--- src/hw/mono_out_pkg.sv ---
// package: register map, field positions and reset values for the mono output and power control block
// assumes apb with 32-bit data; registers are 9 bits in the low bits of a word
package mono_out_pkg;
    localparam int REG_W = 9;
    // printed offsets are register indices; byte address is four times the index
    localparam logic [7:0] IDX_PWR_ONE = 8'h01;
    localparam logic [7:0] IDX_STANDBY = 8'h02;
    localparam logic [7:0] IDX_PWR_THREE = 8'h03;
    localparam logic [7:0] IDX_BOOST_PROT = 8'h31;
    localparam logic [7:0] IDX_MONO_MIX = 8'h38;
    localparam logic [7:0] IDX_IRQ_STATUS = 8'h3c;
    localparam logic [7:0] IDX_IRQ_MASK = 8'h3d;
    // fields
    localparam int BIT_DAC_TO_MONO = 0;
    localparam int BIT_MIX1_TO_MONO = 1;
    localparam int BIT_BYP_TO_MONO = 2;
    localparam int BIT_MONO_MUTE = 6;
    localparam int BIT_THERM_EN = 1;
    localparam int BIT_MONO_BOOST = 3;
    localparam int BIT_TIE_OFF_EN = 2;
    localparam int BIT_MONO_MIX_EN = 6;
    localparam int BIT_DC_SHIFT_EN = 8;
    localparam int BIT_STANDBY = 6;
    localparam int BIT_MIX1_EN = 2;
    localparam int BIT_MIX2_EN = 3;
    localparam int BIT_VBUF_EN = 4;
    localparam int BIT_SPK_NEG_EN = 5;
    localparam int BIT_SPK_POS_EN = 6;
    localparam int BIT_MONO_OUT_EN = 7;
    localparam int BIT_IRQ_THERM = 0;
    // reset values
    localparam logic [8:0] RST_PWR_ONE = 9'h000;
    localparam logic [8:0] RST_STANDBY = 9'h000;
    localparam logic [8:0] RST_PWR_THREE = 9'h000;
    localparam logic [8:0] RST_BOOST_PROT = 9'h002;
    localparam logic [8:0] RST_MONO_MIX = 9'h001;
    localparam logic [8:0] RST_IRQ_MASK = 9'h000;
    // used fields per register
    localparam logic [8:0] MSK_PWR_ONE = 9'h144;
    localparam logic [8:0] MSK_STANDBY = 9'h040;
    localparam logic [8:0] MSK_PWR_THREE = 9'h0fc;
    localparam logic [8:0] MSK_BOOST_PROT = 9'h00a;
    localparam logic [8:0] MSK_MONO_MIX = 9'h047;
    localparam logic [8:0] MSK_IRQ = 9'h001;
endpackage
--- src/hw/mono_out_ctrl.sv ---
// mono output path and output power control registers, apb slave, one thermal interrupt
// assumes a synchronous over-temperature level from the analog sensor and an apb master on mclk
//
// Behaviour
// (RULE1) mono mute bit 6 low passes the mono mixer to the output stage, high drives the midrail reference.
// (RULE2) mono mixer bit 2 connects the bypass path and bit 1 connects output mixer 1, 1 meaning connected.
// (RULE3) mono mixer bit 0 connects the dac path and resets to 1.
// (RULE4) mono boost bit 3 high selects non-inverting gain 1.5 with dc level 1.5 times half supply.
// (RULE5) mono boost low selects inverting unity gain at half supply, and the bit resets to 0.
// (RULE6) software enables the dc-shift buffer (power one bit 8) before using boost.
// (RULE7) every power register enable bit is active high and resets to 0.
// (RULE8) power three holds mixer 1, mixer 2, video buffer, speaker neg, speaker pos and mono output at bits 2 to 7.
// (RULE9) power one holds the tie-off buffer at bit 2, mono mixer at bit 6 and dc-shift buffer at bit 8.
// (RULE10) standby bit 6 of standby control selects reduced-current standby and resets to 0.
// (RULE11) an over-temperature level with protection enabled forces both speaker amplifiers off.
// (RULE12) protection enable sits at output control bit 1 and resets to 1.
// (RULE13) a thermal shutdown can raise an interrupt when software unmasks it.
// (RULE14) software should not enable outputs with the tie-off buffer off, or with boost and no dc-shift buffer.
// (RULE15) each register is nine bits and a write acts on its analog control at once.
//
// Local design decision: the APB slave port.
module mono_out_ctrl
    import mono_out_pkg::*;
(
    input wire logic mclk,
    input wire logic arst_n,
    input wire logic psel,
    input wire logic penable,
    input wire logic pwrite,
    input wire logic [11:0] paddr,
    input wire logic [31:0] pwdata,
    input wire logic [3:0] pstrb,
    output logic [31:0] prdata,
    output logic pready,
    output logic pslverr,
    input wire logic over_temp,
    output logic irq,
    output logic mono_output_mute,
    output logic bypass_to_mono_enable,
    output logic mixer_one_to_mono_enable,
    output logic dac_to_mono_enable,
    output logic mono_gain_boost,
    output logic tie_off_buffer_enable,
    output logic mono_mixer_enable,
    output logic dc_shift_buffer_enable,
    output logic standby_enable,
    output logic mixer_one_enable,
    output logic mixer_two_enable,
    output logic video_buffer_enable,
    output logic speaker_neg_enable,
    output logic speaker_pos_enable,
    output logic mono_output_enable,
    output logic thermal_protect_enable
);
    logic [8:0] pwr_one_q;
    logic [8:0] standby_q;
    logic [8:0] pwr_three_q;
    logic [8:0] boost_prot_q;
    logic [8:0] mono_mix_q;
    logic [8:0] irq_stat_q;
    logic [8:0] irq_mask_q;
    logic over_temp_q;
    logic shutdown_q;

    logic [7:0] idx;
    logic aligned;
    logic access;
    logic wr;
    logic rd;
    logic hit;
    logic [8:0] rd_d;
    logic [8:0] wdat;
    logic thermal_event;
    logic mapped;

    assign idx = paddr[9:2];
    assign aligned = (paddr[1:0] == 2'h0) && (paddr[11:10] == 2'h0);
    assign access = psel && penable;
    assign mapped = aligned && (idx == IDX_PWR_ONE || idx == IDX_STANDBY || idx == IDX_PWR_THREE
        || idx == IDX_BOOST_PROT || idx == IDX_MONO_MIX || idx == IDX_IRQ_STATUS
        || idx == IDX_IRQ_MASK);
    // lanes 0 and 1 both needed for a 9-bit field; partial strobes leave the register alone
    assign wr = access && pwrite && hit && (pstrb[1:0] == 2'h3);
    assign rd = access && !pwrite && hit;
    assign wdat = pwdata[8:0];

    always_comb begin
        hit = aligned;
        rd_d = 9'h000;
        unique case (idx)
            IDX_PWR_ONE: rd_d = pwr_one_q;
            IDX_STANDBY: rd_d = standby_q;
            IDX_PWR_THREE: rd_d = pwr_three_q;
            IDX_BOOST_PROT: rd_d = boost_prot_q;
            IDX_MONO_MIX: rd_d = mono_mix_q;
            IDX_IRQ_STATUS: rd_d = irq_stat_q;
            IDX_IRQ_MASK: rd_d = irq_mask_q;
            default: hit = 1'b0;
        endcase
    end

    // zero-wait slave: answers in the first access cycle
    always_ff @(posedge mclk or negedge arst_n) begin
        if (!arst_n) begin
            pready <= 1'b0;
            pslverr <= 1'b0;
            prdata <= 32'h0000_0000;
        end else begin
            pready <= psel && !penable;
            pslverr <= psel && !penable && !mapped;
            prdata <= (psel && !penable && !pwrite) ? {23'h000000, rd_d} : 32'h0000_0000;
        end
    end

    logic wr_now;
    assign wr_now = wr && pready;

    // control registers, reaching the analog controls through one output register stage
    always_ff @(posedge mclk or negedge arst_n) begin
        if (!arst_n) begin
            pwr_one_q <= RST_PWR_ONE; // RULE7
            standby_q <= RST_STANDBY; // RULE10
            pwr_three_q <= RST_PWR_THREE; // RULE7
            boost_prot_q <= RST_BOOST_PROT; // RULE5 RULE12
            mono_mix_q <= RST_MONO_MIX; // RULE3
            irq_mask_q <= RST_IRQ_MASK;
        end else if (wr_now) begin
            unique case (idx)
                IDX_PWR_ONE: pwr_one_q <= wdat & MSK_PWR_ONE; // RULE9 RULE15
                IDX_STANDBY: standby_q <= wdat & MSK_STANDBY; // RULE10 RULE15
                IDX_PWR_THREE: pwr_three_q <= wdat & MSK_PWR_THREE; // RULE8 RULE15
                IDX_BOOST_PROT: boost_prot_q <= wdat & MSK_BOOST_PROT; // RULE15
                IDX_MONO_MIX: mono_mix_q <= wdat & MSK_MONO_MIX; // RULE15
                IDX_IRQ_MASK: irq_mask_q <= wdat & MSK_IRQ;
                default: ;
            endcase
        end
    end

    // a shutdown event is the rise of over-temperature while protection is on
    assign thermal_event = over_temp && !over_temp_q && boost_prot_q[BIT_THERM_EN]; // RULE13

    always_ff @(posedge mclk or negedge arst_n) begin
        if (!arst_n) begin
            over_temp_q <= 1'b0;
        end else begin
            over_temp_q <= over_temp;
        end
    end

    always_ff @(posedge mclk or negedge arst_n) begin
        if (!arst_n) begin
            shutdown_q <= 1'b0;
        end else begin
            shutdown_q <= over_temp && boost_prot_q[BIT_THERM_EN]; // RULE11
        end
    end

    // sticky status, cleared by a read, a new event wins over the clear
    always_ff @(posedge mclk or negedge arst_n) begin
        if (!arst_n) begin
            irq_stat_q <= 9'h000;
        end else begin
            if (rd && pready && idx == IDX_IRQ_STATUS) begin
                irq_stat_q <= 9'h000;
            end
            if (thermal_event) begin
                irq_stat_q[BIT_IRQ_THERM] <= 1'b1; // RULE13
            end
        end
    end

    always_ff @(posedge mclk or negedge arst_n) begin
        if (!arst_n) begin
            irq <= 1'b0;
        end else begin
            irq <= |(irq_stat_q & irq_mask_q); // RULE13
        end
    end

    // analog control outputs, one register stage after the bits
    always_ff @(posedge mclk or negedge arst_n) begin
        if (!arst_n) begin
            mono_output_mute <= 1'b0;
            bypass_to_mono_enable <= 1'b0;
            mixer_one_to_mono_enable <= 1'b0;
            dac_to_mono_enable <= 1'b1;
            mono_gain_boost <= 1'b0;
            tie_off_buffer_enable <= 1'b0;
            mono_mixer_enable <= 1'b0;
            dc_shift_buffer_enable <= 1'b0;
            standby_enable <= 1'b0;
            mixer_one_enable <= 1'b0;
            mixer_two_enable <= 1'b0;
            video_buffer_enable <= 1'b0;
            speaker_neg_enable <= 1'b0;
            speaker_pos_enable <= 1'b0;
            mono_output_enable <= 1'b0;
            thermal_protect_enable <= 1'b1;
        end else begin
            mono_output_mute <= mono_mix_q[BIT_MONO_MUTE]; // RULE1
            bypass_to_mono_enable <= mono_mix_q[BIT_BYP_TO_MONO]; // RULE2
            mixer_one_to_mono_enable <= mono_mix_q[BIT_MIX1_TO_MONO]; // RULE2
            dac_to_mono_enable <= mono_mix_q[BIT_DAC_TO_MONO]; // RULE3
            mono_gain_boost <= boost_prot_q[BIT_MONO_BOOST]; // RULE4 RULE5
            tie_off_buffer_enable <= pwr_one_q[BIT_TIE_OFF_EN]; // RULE9
            mono_mixer_enable <= pwr_one_q[BIT_MONO_MIX_EN]; // RULE9
            dc_shift_buffer_enable <= pwr_one_q[BIT_DC_SHIFT_EN]; // RULE9
            standby_enable <= standby_q[BIT_STANDBY]; // RULE10
            mixer_one_enable <= pwr_three_q[BIT_MIX1_EN]; // RULE8
            mixer_two_enable <= pwr_three_q[BIT_MIX2_EN]; // RULE8
            video_buffer_enable <= pwr_three_q[BIT_VBUF_EN]; // RULE8
            speaker_neg_enable <= pwr_three_q[BIT_SPK_NEG_EN] && !(over_temp && boost_prot_q[BIT_THERM_EN]); // RULE11
            speaker_pos_enable <= pwr_three_q[BIT_SPK_POS_EN] && !(over_temp && boost_prot_q[BIT_THERM_EN]); // RULE11
            mono_output_enable <= pwr_three_q[BIT_MONO_OUT_EN]; // RULE8
            thermal_protect_enable <= boost_prot_q[BIT_THERM_EN]; // RULE12
        end
    end
endmodule

--- config.mk ---
export PLATFORM = sky130hd
export DESIGN_NAME = mono_out_ctrl
export DESIGN_NICKNAME = d
export VERILOG_FILES = /design/src/hw/mono_out_pkg.sv /design/src/hw/mono_out_ctrl.sv
export SDC_FILE = /design/constraint.sdc
export NUM_CORES = 1
export LEC_CHECK = 0
export BUFFER_PORTS_ARGS = -buffer_cell sky130_fd_sc_hd__buf_4
export CORE_ASPECT_RATIO = 0.7
export CORE_MARGIN = 1.5
export CORE_UTILIZATION = 45
export DETAILED_ROUTE_END_ITERATION = 10
export PLACE_DENSITY = 0.82
export SLEW_MARGIN = 0
export SYNTH_ARGS = -nofsm -noshare
export SYNTH_HDL_FRONTEND = slang
export SYNTH_SLANG_ARGS = --single-unit
--- constraint.sdc ---
create_clock -name mclk -period 2.19 [get_ports mclk]
set_input_delay 0.1095 -clock mclk [delete_from_list [all_inputs] [get_ports mclk]]
set_output_delay 0.1095 -clock mclk [all_outputs]
set_load 0.01 [all_outputs]
# Word-level counts from Yosys, hierarchy flattened
# Cells that the tools add are included.
# classes
n_eq_ne	8
n_mux	5
bitwise	1
n_reduce_logical	41
# op_table
operator	count
9-bit case mux with 7 select lines	1
8-bit by 6-bit == test with 1-bit output (second input constant)	4
1-bit logical AND	19
8-bit by 2-bit == test with 1-bit output (second input constant)	2
2-bit AND reduction	6
9-bit 2-to-1 mux	1
9-bit OR reduction	1
8-bit by 1-bit == test with 1-bit output (second input constant)	1
7-bit OR reduction	1
1-bit logical OR	6
1-bit zero test	5
2-bit zero test	2
1-bit 2-to-1 mux	3
2-bit == test (second input constant)	1
2-bit nonzero test	1
1-bit bitwise AND	1
# totals
reg_bits	47
in_bits	54
out_inout_bits	51
wordCells	83

# Longest topological paths before layout
# Gate-level depths: netlist of run 1.
# depth
word_depth	10
ltp_mapped	6
depth_no_buf	4

# Worst setup path before layout of run 1
# OpenSTA, ideal clock, no wires.
# synth_path
path_kind	register to register
start	register pready
end	register pwr_three_q[2]
setup_ns	0.125
arrival_time_ns	1.480
required_time_ns	2.065
path_slack_ns	0.585
stages_incl_launch_ff	6
n_path_buf	1
period_less_slack_ns	1.605
path_cell_list	dfrtp_1 -> and3_1 -> nand3_2 -> or3_1 -> buf_6 -> mux2_4
# synth_via
elab_chain_cells	2
# synth_lines
element	line	rtl
start, declared	mono_out_ctrl.sv:34	output logic pready,
start signal, assigned	mono_out_ctrl.sv:109	pready <= psel && !penable;
1-bit logical AND	mono_out_ctrl.sv:116	assign wr_now = wr && pready;
2-bit AND reduction (no source line)	-	
end signal, assigned	mono_out_ctrl.sv:131	IDX_PWR_THREE: pwr_three_q <= wdat & MSK_PWR_THREE;
end, declared	mono_out_ctrl.sv:57	logic [8:0] pwr_three_q;
# No other way between the ends.
# A chain may end at the register's enable or synchronous reset.

# Final worst setup path of run 1
# layout_path
start	register pready
end	register pwr_three_q[6]
# The elaborated chain is that of the path after synthesis.

==> reports/results.tsv, run 1 <==
metric	value	unit
outcome	finished clean	
timing.final.hold_violations	0	
power-per-cell-area	677.6	nW/um^2
largest_net_degree_at_the_start_of_global_routing	48	
element_type_at_the_critical_path_start	flop	
total_routed_wirelength	4.076	mm
clock_tree.root_cell	sky130_fd_sc_hd__clkbuf_8	
power.static_leakage	1.318	nW
numCtsBuffers	5	
maxCapViolations	0	
gp_congestion	0.7869	
std_cell_rows	20	
number_of_global_route_vias_before_repair	1325	
die_w	83.64	um
cp_slowest_cell	sky130_fd_sc_hd__or3_1	
timing.setup.tns	0	ns
fin_crit	1.798	ns
worstSetupPathType	reg -> reg	
top_ff_cell_synth	sky130_fd_sc_hd__dfrtp_1	
route.layer.met1.wl	1.891	mm
synthesized_instance_count	155	
grt_antenna_before_repair	0	
clock_sink_count	47	
pin_count	105	
top_layer	met4	
ratio_of_routed_vias_to_standard_cells	4.860	
ctsHtreeMaxLevel	2	
timing.reg2reg.setup_slack	0.39	ns
timing.critical_path.cells	and3_1 > nand3_2 > or3_1 > mux2_4	
yosysUniqueCellTypes	40	
grt_first_pass_wirelength	6.561	mm
final_layout_size_suffix_gt1_frac	0.4352	
dp.final_hpwl	2.933	mm
postCtsResizedCells	0	
timing.hold.worst.class	in -> reg	
cts_tree	yes	
critical_path_peak_fanout	6	
area_growth	25.90	%
yosysSeqAreaShare	0.5767	
diodes	0	
placed_cell_area	2422	um^2
drtPass1Iterations	4	
layout.cell_area.non_filler	2579	um^2
timing.clock.skew	0.008567	ns
critical_path.endpoint_type	flop	
gr-total-overflow	0	
clkLatencyLatePin	0.31	ns
met3_length	256	um
dr_total_vias	1317	
drt.antenna.violating_nets	0	
detailedRoute.firstIterationViolations	49	
die_area	4972	um^2
routed-wl-met2	1.868	mm
detail_route.drc_violations	0	
critPathBufInv	0	
post_drt_wl_per_cell	15.04	um
yosys_register_bits	47	
fmaxAchievable	556.2	MHz
worst_slew_pin_slew	0.7251	ns
initial_core_util	0.4704	
grt_setup_unrepaired	false	
cpPeakStageDelay	0.57	ns
max_slew_violation_count	0	
die_h	59.45	um
critical-path-top-delay-family	simple AND/OR/NAND/NOR gates	
layout.nets	269	
report.final.setup_viol	0	
synth-edff-count	0	
syn_avg_cell_area	13.21	um^2
clk_path_buf_depth	2	
core_area	4354	um^2
ir_worst_vdd	0.4128	mV
ys.warnings.count	0	
mappedNetlistArea	2048	um^2
slew_headroom	0.5098	
ys_async_sr_fraction	1.000	
timing.critical_path.arrival	1.99	ns
path_clk_slew	0.09	ns
fin_crit_sh	0.8210	
worst-endpoint-required	2.38	ns
grt_usage	0.1768	
port_buffers	56	
[state kept, by name, summed over array words and instances, names as in the netlist, 2 cells and up]
register,flops
prdata,9
pwr_three_q,6
mono_mix_q,4
pwr_one_q,3
boost_prot_q,2
[cell families after synthesis]
family                 after synthesis  share of synthesized area
DFF                                 47                     0.5767
other                                1                   0.001831
muxes                               20                     0.1203
AOI/OAI and AO/OA                   12                    0.04276
and+or+nand+nor                     46                     0.1582
buffers and inverters               29                     0.1002
[worst register-to-register path: stages (launching register included)]
cell	delay, ns
sky130_fd_sc_hd__dfrtp_1	0.35
sky130_fd_sc_hd__and3_1	0.23
sky130_fd_sc_hd__nand3_2	0.17
sky130_fd_sc_hd__or3_1	0.57
sky130_fd_sc_hd__mux2_4	0.37
[cell usage after synthesis, types with 4 or more instances]
cell                      instances  area, um^2
sky130_fd_sc_hd__nor2_1           6       22.52
sky130_fd_sc_hd__dfstp_2          4       105.1
sky130_fd_sc_hd__nand2_1          8       30.03
sky130_fd_sc_hd__mux2_4           6       90.09
sky130_fd_sc_hd__mux2_2          13       146.4
sky130_fd_sc_hd__buf_4           23       172.7
sky130_fd_sc_hd__nor3_1           4       20.02
sky130_fd_sc_hd__dfrtp_1         43        1076
sky130_fd_sc_hd__and2_1           7       43.79
[worst paths after layout]
| kind | from | to | cells past startpoint |
|---|---|---|---|
| worst max-delay path | pready | pwr_three_q[6] | 4 |
| worst min-delay path | pwdata[7] | pwr_three_q[7] | 2 |
| min in group asynchronous | arst_n | mono_gain_boost | 2 |
| worst max register to register | pready | pwr_three_q[6] | 4 |
| max in group asynchronous | arst_n | prdata[0] | 2 |
| worst min register to register | mono_mix_q[0] | dac_to_mono_enable | 0 |
[power breakdown]
part           switching, mW  total, mW  internal, mW
Clock                  0.300      0.755         0.455
Combinational         0.0737      0.121        0.0471
Sequential          0.000975      0.871         0.870
[cell usage in the layout (no fill, tap or decap), types with 2 or more instances in the layout]
| cell | count |
|---|---|
| sky130_fd_sc_hd__nand4_1 | 2 |
| sky130_fd_sc_hd__mux2_2 | 13 |
| sky130_fd_sc_hd__inv_1 | 2 |
| sky130_fd_sc_hd__clkbuf_8 | 5 |
| sky130_fd_sc_hd__dfrtp_1 | 43 |
| sky130_fd_sc_hd__nand3_1 | 2 |
| sky130_fd_sc_hd__nor4b_1 | 2 |
| sky130_fd_sc_hd__nor3_1 | 4 |
| sky130_fd_sc_hd__nor2_1 | 6 |
| sky130_fd_sc_hd__a21oi_1 | 2 |
| sky130_fd_sc_hd__nand2b_1 | 2 |
| sky130_fd_sc_hd__nand2_1 | 8 |
| sky130_fd_sc_hd__and3_1 | 2 |
| sky130_fd_sc_hd__and2_1 | 7 |
| sky130_fd_sc_hd__a22oi_1 | 2 |
| sky130_fd_sc_hd__dlygate4sd3_1 | 2 |
| sky130_fd_sc_hd__dfstp_2 | 4 |
| sky130_fd_sc_hd__nor4_4 | 2 |
| sky130_fd_sc_hd__mux2_4 | 6 |
| sky130_fd_sc_hd__bufinv_16 | 2 |
| sky130_fd_sc_hd__conb_1 | 23 |
| sky130_fd_sc_hd__buf_4 | 56 |
[metal layers]
metal,global-route usage,up-vias
li1,-,617
met1,0.2441,643
met2,0.2661,50
met3,0.04875,7
met5,0,-
met4,0.07728,0
[stage by stage]
stage,power (mW),setup slack (ns),hold slack [ns],utilization,instances
3_3_place_gp,1.003,0.3502,0.1396,0.5563,261
3_5_place_dp,1.006,0.3155,0.1417,0.5563,261
2_1_floorplan,0.9640,0.5848,-0.1861,-,177
6_report,1.747,0.3921,0.02894,0.5922,271
5_1_grt,1.801,0.3123,0.02406,0.5922,271
4_1_cts,1.752,0.4252,0.02619,0.5922,271
[final cells by class]
cell class                      instances  area [um^2]
Clock buffer                            5        68.82
Tap cell                               55        68.82
Inverter                                2        7.507
Multi-Input combinational cell        101        744.5
Clock inverter                          3        67.56
Fill cell                             369         1775
Sequential cell                        47         1181
Timing Repair Buffer                   58        440.4
[timing repair]
action	in CTS	in global routing
endpoints found under the hold margin	44	0
setup buffers	0	0
hold buffers	2	0
Note: power is estimated with default switching activity, not from simulation.
==> run 2, diff against run 1 <==
--- a/config.mk
+++ b/config.mk
@@ -5,12 +5,13 @@
 export SDC_FILE = /design/constraint.sdc
 export NUM_CORES = 1
 export LEC_CHECK = 0
+export ABC_AREA = 1
 export BUFFER_PORTS_ARGS = -buffer_cell sky130_fd_sc_hd__buf_4
 export CORE_ASPECT_RATIO = 0.7
 export CORE_MARGIN = 1.5
-export CORE_UTILIZATION = 45
+export CORE_UTILIZATION = 41
 export DETAILED_ROUTE_END_ITERATION = 10
-export PLACE_DENSITY = 0.82
+export PLACE_DENSITY = 0.79
 export SLEW_MARGIN = 0
 export SYNTH_ARGS = -nofsm -noshare
 export SYNTH_HDL_FRONTEND = slang
==> constraint.sdc (replaced) <==
create_clock -name mclk -period 1.6 [get_ports mclk]
set_input_delay 0.08 -clock mclk [delete_from_list [all_inputs] [get_ports mclk]]
set_output_delay 0.08 -clock mclk [all_outputs]
set_load 0.01 [all_outputs]
==> reports/results.tsv, run 2 <==
metric	value	unit	change
outcome	finished clean		
slew_headroom	0.6294		+0.1196
critical_path_peak_fanout	16		+10
share_of_the_synthesized_netlist_area_taken_by_xor_and_xnor_gates	0		unchanged
top_ff_cell_synth	sky130_fd_sc_hd__dfrtp_1		
critical_path.endpoint_type	flop		
largestRegisters	prdata (9), pwr_three_q (6), mono_mix_q (4)		
fmaxAchievable	747.2	MHz	+34%
die_w	88.53	um	+5.9%
synth_top_family_by_area	simple AND/OR/NAND/NOR gates		
dr_total_vias	1615		+23%
grt_antenna_before_repair	0		unchanged
pin_count	105		unchanged
power.static_leakage	1.469	nW	+11%
fraction_of_power_consumed_by_combinational_cells	0.077		+0.008
grt-busiest-layer	met2		
gr-usage-met1	0.2432		-0.0009257
final_layout_size_suffix_gt1_frac	0.2901		-0.1451
clk_path_buf_depth	2		unchanged
timing.final.hold_violations	0		unchanged
most_frequent_standard_cell_in_the_layout_excluding_fill_and_tap_cells	sky130_fd_sc_hd__nand2_1		
commonest_non_fill_non_tap_cells_in_the_layout	sky130_fd_sc_hd__nand2_1, sky130_fd_sc_hd__buf_4, sky130_fd_sc_hd__dfrtp_1		
timing.critical_path.arrival	1.53	ns	-0.46 ns
area_growth	27.00	%	
grt_first_pass_wirelength	7.051	mm	+7.5%
initial_core_util	0.4319		-0.03848
dp_slack	0.1441	ns	-0.1714 ns
layout.nets	346		+29%
sequentialPowerShare	0.566		+0.067
die_h	62.87	um	+5.8%
gr-total-overflow	0		unchanged
largest_register_ffs	9		unchanged
synth_commonest_cells	sky130_fd_sc_hd__nand2_1, sky130_fd_sc_hd__dfrtp_1, sky130_fd_sc_hd__inv_1		
synth_largest_area_cell	sky130_fd_sc_hd__dfrtp_1		
grt_setup_unrepaired	false		
ir_worst_vdd	0.2965	mV	-28%
yosysSeqAreaShare	0.5626		-0.01409
synth-adder-area-share	0		unchanged
timing.clock.skew	0.004035	ns	-0.004532 ns
total_routed_wirelength	4.196	mm	+2.9%
drt.antenna.violating_nets	0		unchanged
fin_crit	1.338	ns	-0.4595 ns
dp.final_hpwl	3.188	mm	+8.7%
clkPwrFrac	0.357		-0.075
drtPass1Iterations	4		unchanged
die_area	5566	um^2	+12%
synth-edff-count	0		unchanged
synth_top_cells_by_area	sky130_fd_sc_hd__dfrtp_1, sky130_fd_sc_hd__nand2_1, sky130_fd_sc_hd__buf_4		
ctsHtreeMaxLevel	2		unchanged
ys_async_sr_fraction	1.000		unchanged
internal_power	1.608	mW	+17%
worst_slew_pin_slew	0.5559	ns	-0.1691 ns
clock_sink_count	47		unchanged
ys.warnings.count	0		unchanged
yosysUniqueCellTypes	29		-28%
max_slew_violation_count	0		unchanged
diodes	0		unchanged
mappedNetlistArea	2100	um^2	+2.5%
grt_use_met2	0.2452		-0.02090
numCtsBuffers	5		unchanged
synth-simple-area-share	0.2515		+0.09327
switching_share	0.2369		+0.02226
detailedRoute.firstIterationViolations	105		+110%
registers.top_by_ff_count	prdata		
grt_usage	0.1701		-0.006718
synth_area_in_compound_gates	0.04410		+0.001339
std_cell_rows	21		+5.0%
power-per-cell-area	790.4	nW/um^2	+17%
port_buffers	56		unchanged
syn_avg_cell_area	9.373	um^2	-29%
largest_net_degree_at_the_start_of_global_routing	48		unchanged
clkLatencyLatePin	0.31	ns	about the same
report.final.setup_viol	0		unchanged
grtUsageMet3	0.04624		-0.002511
gp_congestion	0.8086		+2.8%
timing.final.ws_setup	0.2616	ns	-0.1305 ns
fin_crit_sh	0.8365		+0.01556
timing.hold.worst.class	in -> reg		
detail_route.drc_violations	0		unchanged
total_switching_power	0.4993	mW	+33%
maxCapViolations	0		unchanged
yosys-mux-area-fraction	0		-0.1203
path_clk_slew	0.08	ns	about the same
post_drt_wl_per_cell	11.59	um	-23%
yosys_register_bits	47		unchanged
ratio_of_routed_vias_to_standard_cells	4.461		-8.2%
worstSetupPathType	reg -> reg		
clock_tree.root_cell	sky130_fd_sc_hd__clkbuf_8		
synth.most_common_cell	sky130_fd_sc_hd__nand2_1		
element_type_at_the_critical_path_start	flop		
cts.repair_timing.setup_buffer_count	0		unchanged
core_area	4861	um^2	+12%
cts_tree	yes		
worst-endpoint-required	1.80	ns	-0.58 ns
area_share_of_the_largest_cell_type_after_synthesis	0.5125		-0.01284
number_of_global_route_vias_before_repair	1518		+15%
timing.setup.tns	0	ns	unchanged
synthesized_instance_count	224		+45%
## run 2: worst paths after layout
kind / start / to / slack (ns) / depth (start not counted)
max: pready / boost_prot_q[3] / 0.26 / 6
min: pwdata[1] / boost_prot_q[1] / 0.01 / 3
max in group asynchronous: arst_n / dac_to_mono_enable / 0.91 / 2
max reg2reg: pready / boost_prot_q[3] / 0.26 / 6
min in group asynchronous: arst_n / prdata[2] / 0.30 / 2
min reg2reg: mono_mix_q[0] / dac_to_mono_enable / 0.38 / 0
## run 2: cell families (layout without fill, tap and decap cells)
kind of cell,Yosys count,count (layout)
other cells,1,23
buf+inv,53,100
simple gates,110,110
flops,47,47
compound gates,13,13
## run 2: timing repair
item,in CTS,in global routing
gates resized for setup,0,0
hold endpoints to repair,47,0
hold buffers,3,0
## run 2: power by group through the flow
stage	clock (mW)	combinational, mW	sequential [mW]
after global placement	0	0.154	1.22
after global routing	0.819	0.183	1.19
after detailed placement	0	0.159	1.22
final	0.751	0.163	1.19
after floorplan	0	0.0989	1.22
after CTS	0.772	0.165	1.19
## run 2: through the flow
step | power, mW | hold WS [ns] | instances | utilization | cell area [um^2]
2_1_floorplan | 1.316 | -0.2156 | 246 | - | 2182
3_3_place_gp | 1.371 | 0.1032 | 351 | 0.5220 | 2537
3_5_place_dp | 1.375 | 0.1133 | 351 | 0.5220 | 2537
4_1_cts | 2.129 | 0.002142 | 362 | 0.5485 | 2666
5_1_grt | 2.196 | 0.02149 | 362 | 0.5485 | 2666
6_report | 2.107 | 0.01346 | 362 | 0.5485 | 2666
## run 2: cell type report
class / count / area [um^2]
inverters: 28 / 105.1
clock inverters: 2 / 16.27
fillers: 444 / 2195
repair buffers: 64 / 488.0
flip-flops and latches: 47 / 1181
clock buffers: 6 / 82.58
well taps: 69 / 86.33
multi-input cells: 146 / 706.9
## run 2: metal layers
layer | up-vias | wire length (um)
li1 | 801 | -
met1 | 732 | 2009
met2 | 74 | 1798
met3 | 8 | 315
met4 | 0 | 72
met5 | - | 0
## run 2: worst max-delay path, stage by stage (launching register included)
cell                      delay [ns]
sky130_fd_sc_hd__dfrtp_1        0.39
sky130_fd_sc_hd__nand4_1        0.11
sky130_fd_sc_hd__nor2_1         0.11
sky130_fd_sc_hd__buf_4          0.23
sky130_fd_sc_hd__nand4_1        0.21
sky130_fd_sc_hd__nand2_1        0.11
sky130_fd_sc_hd__o21ai_1        0.07
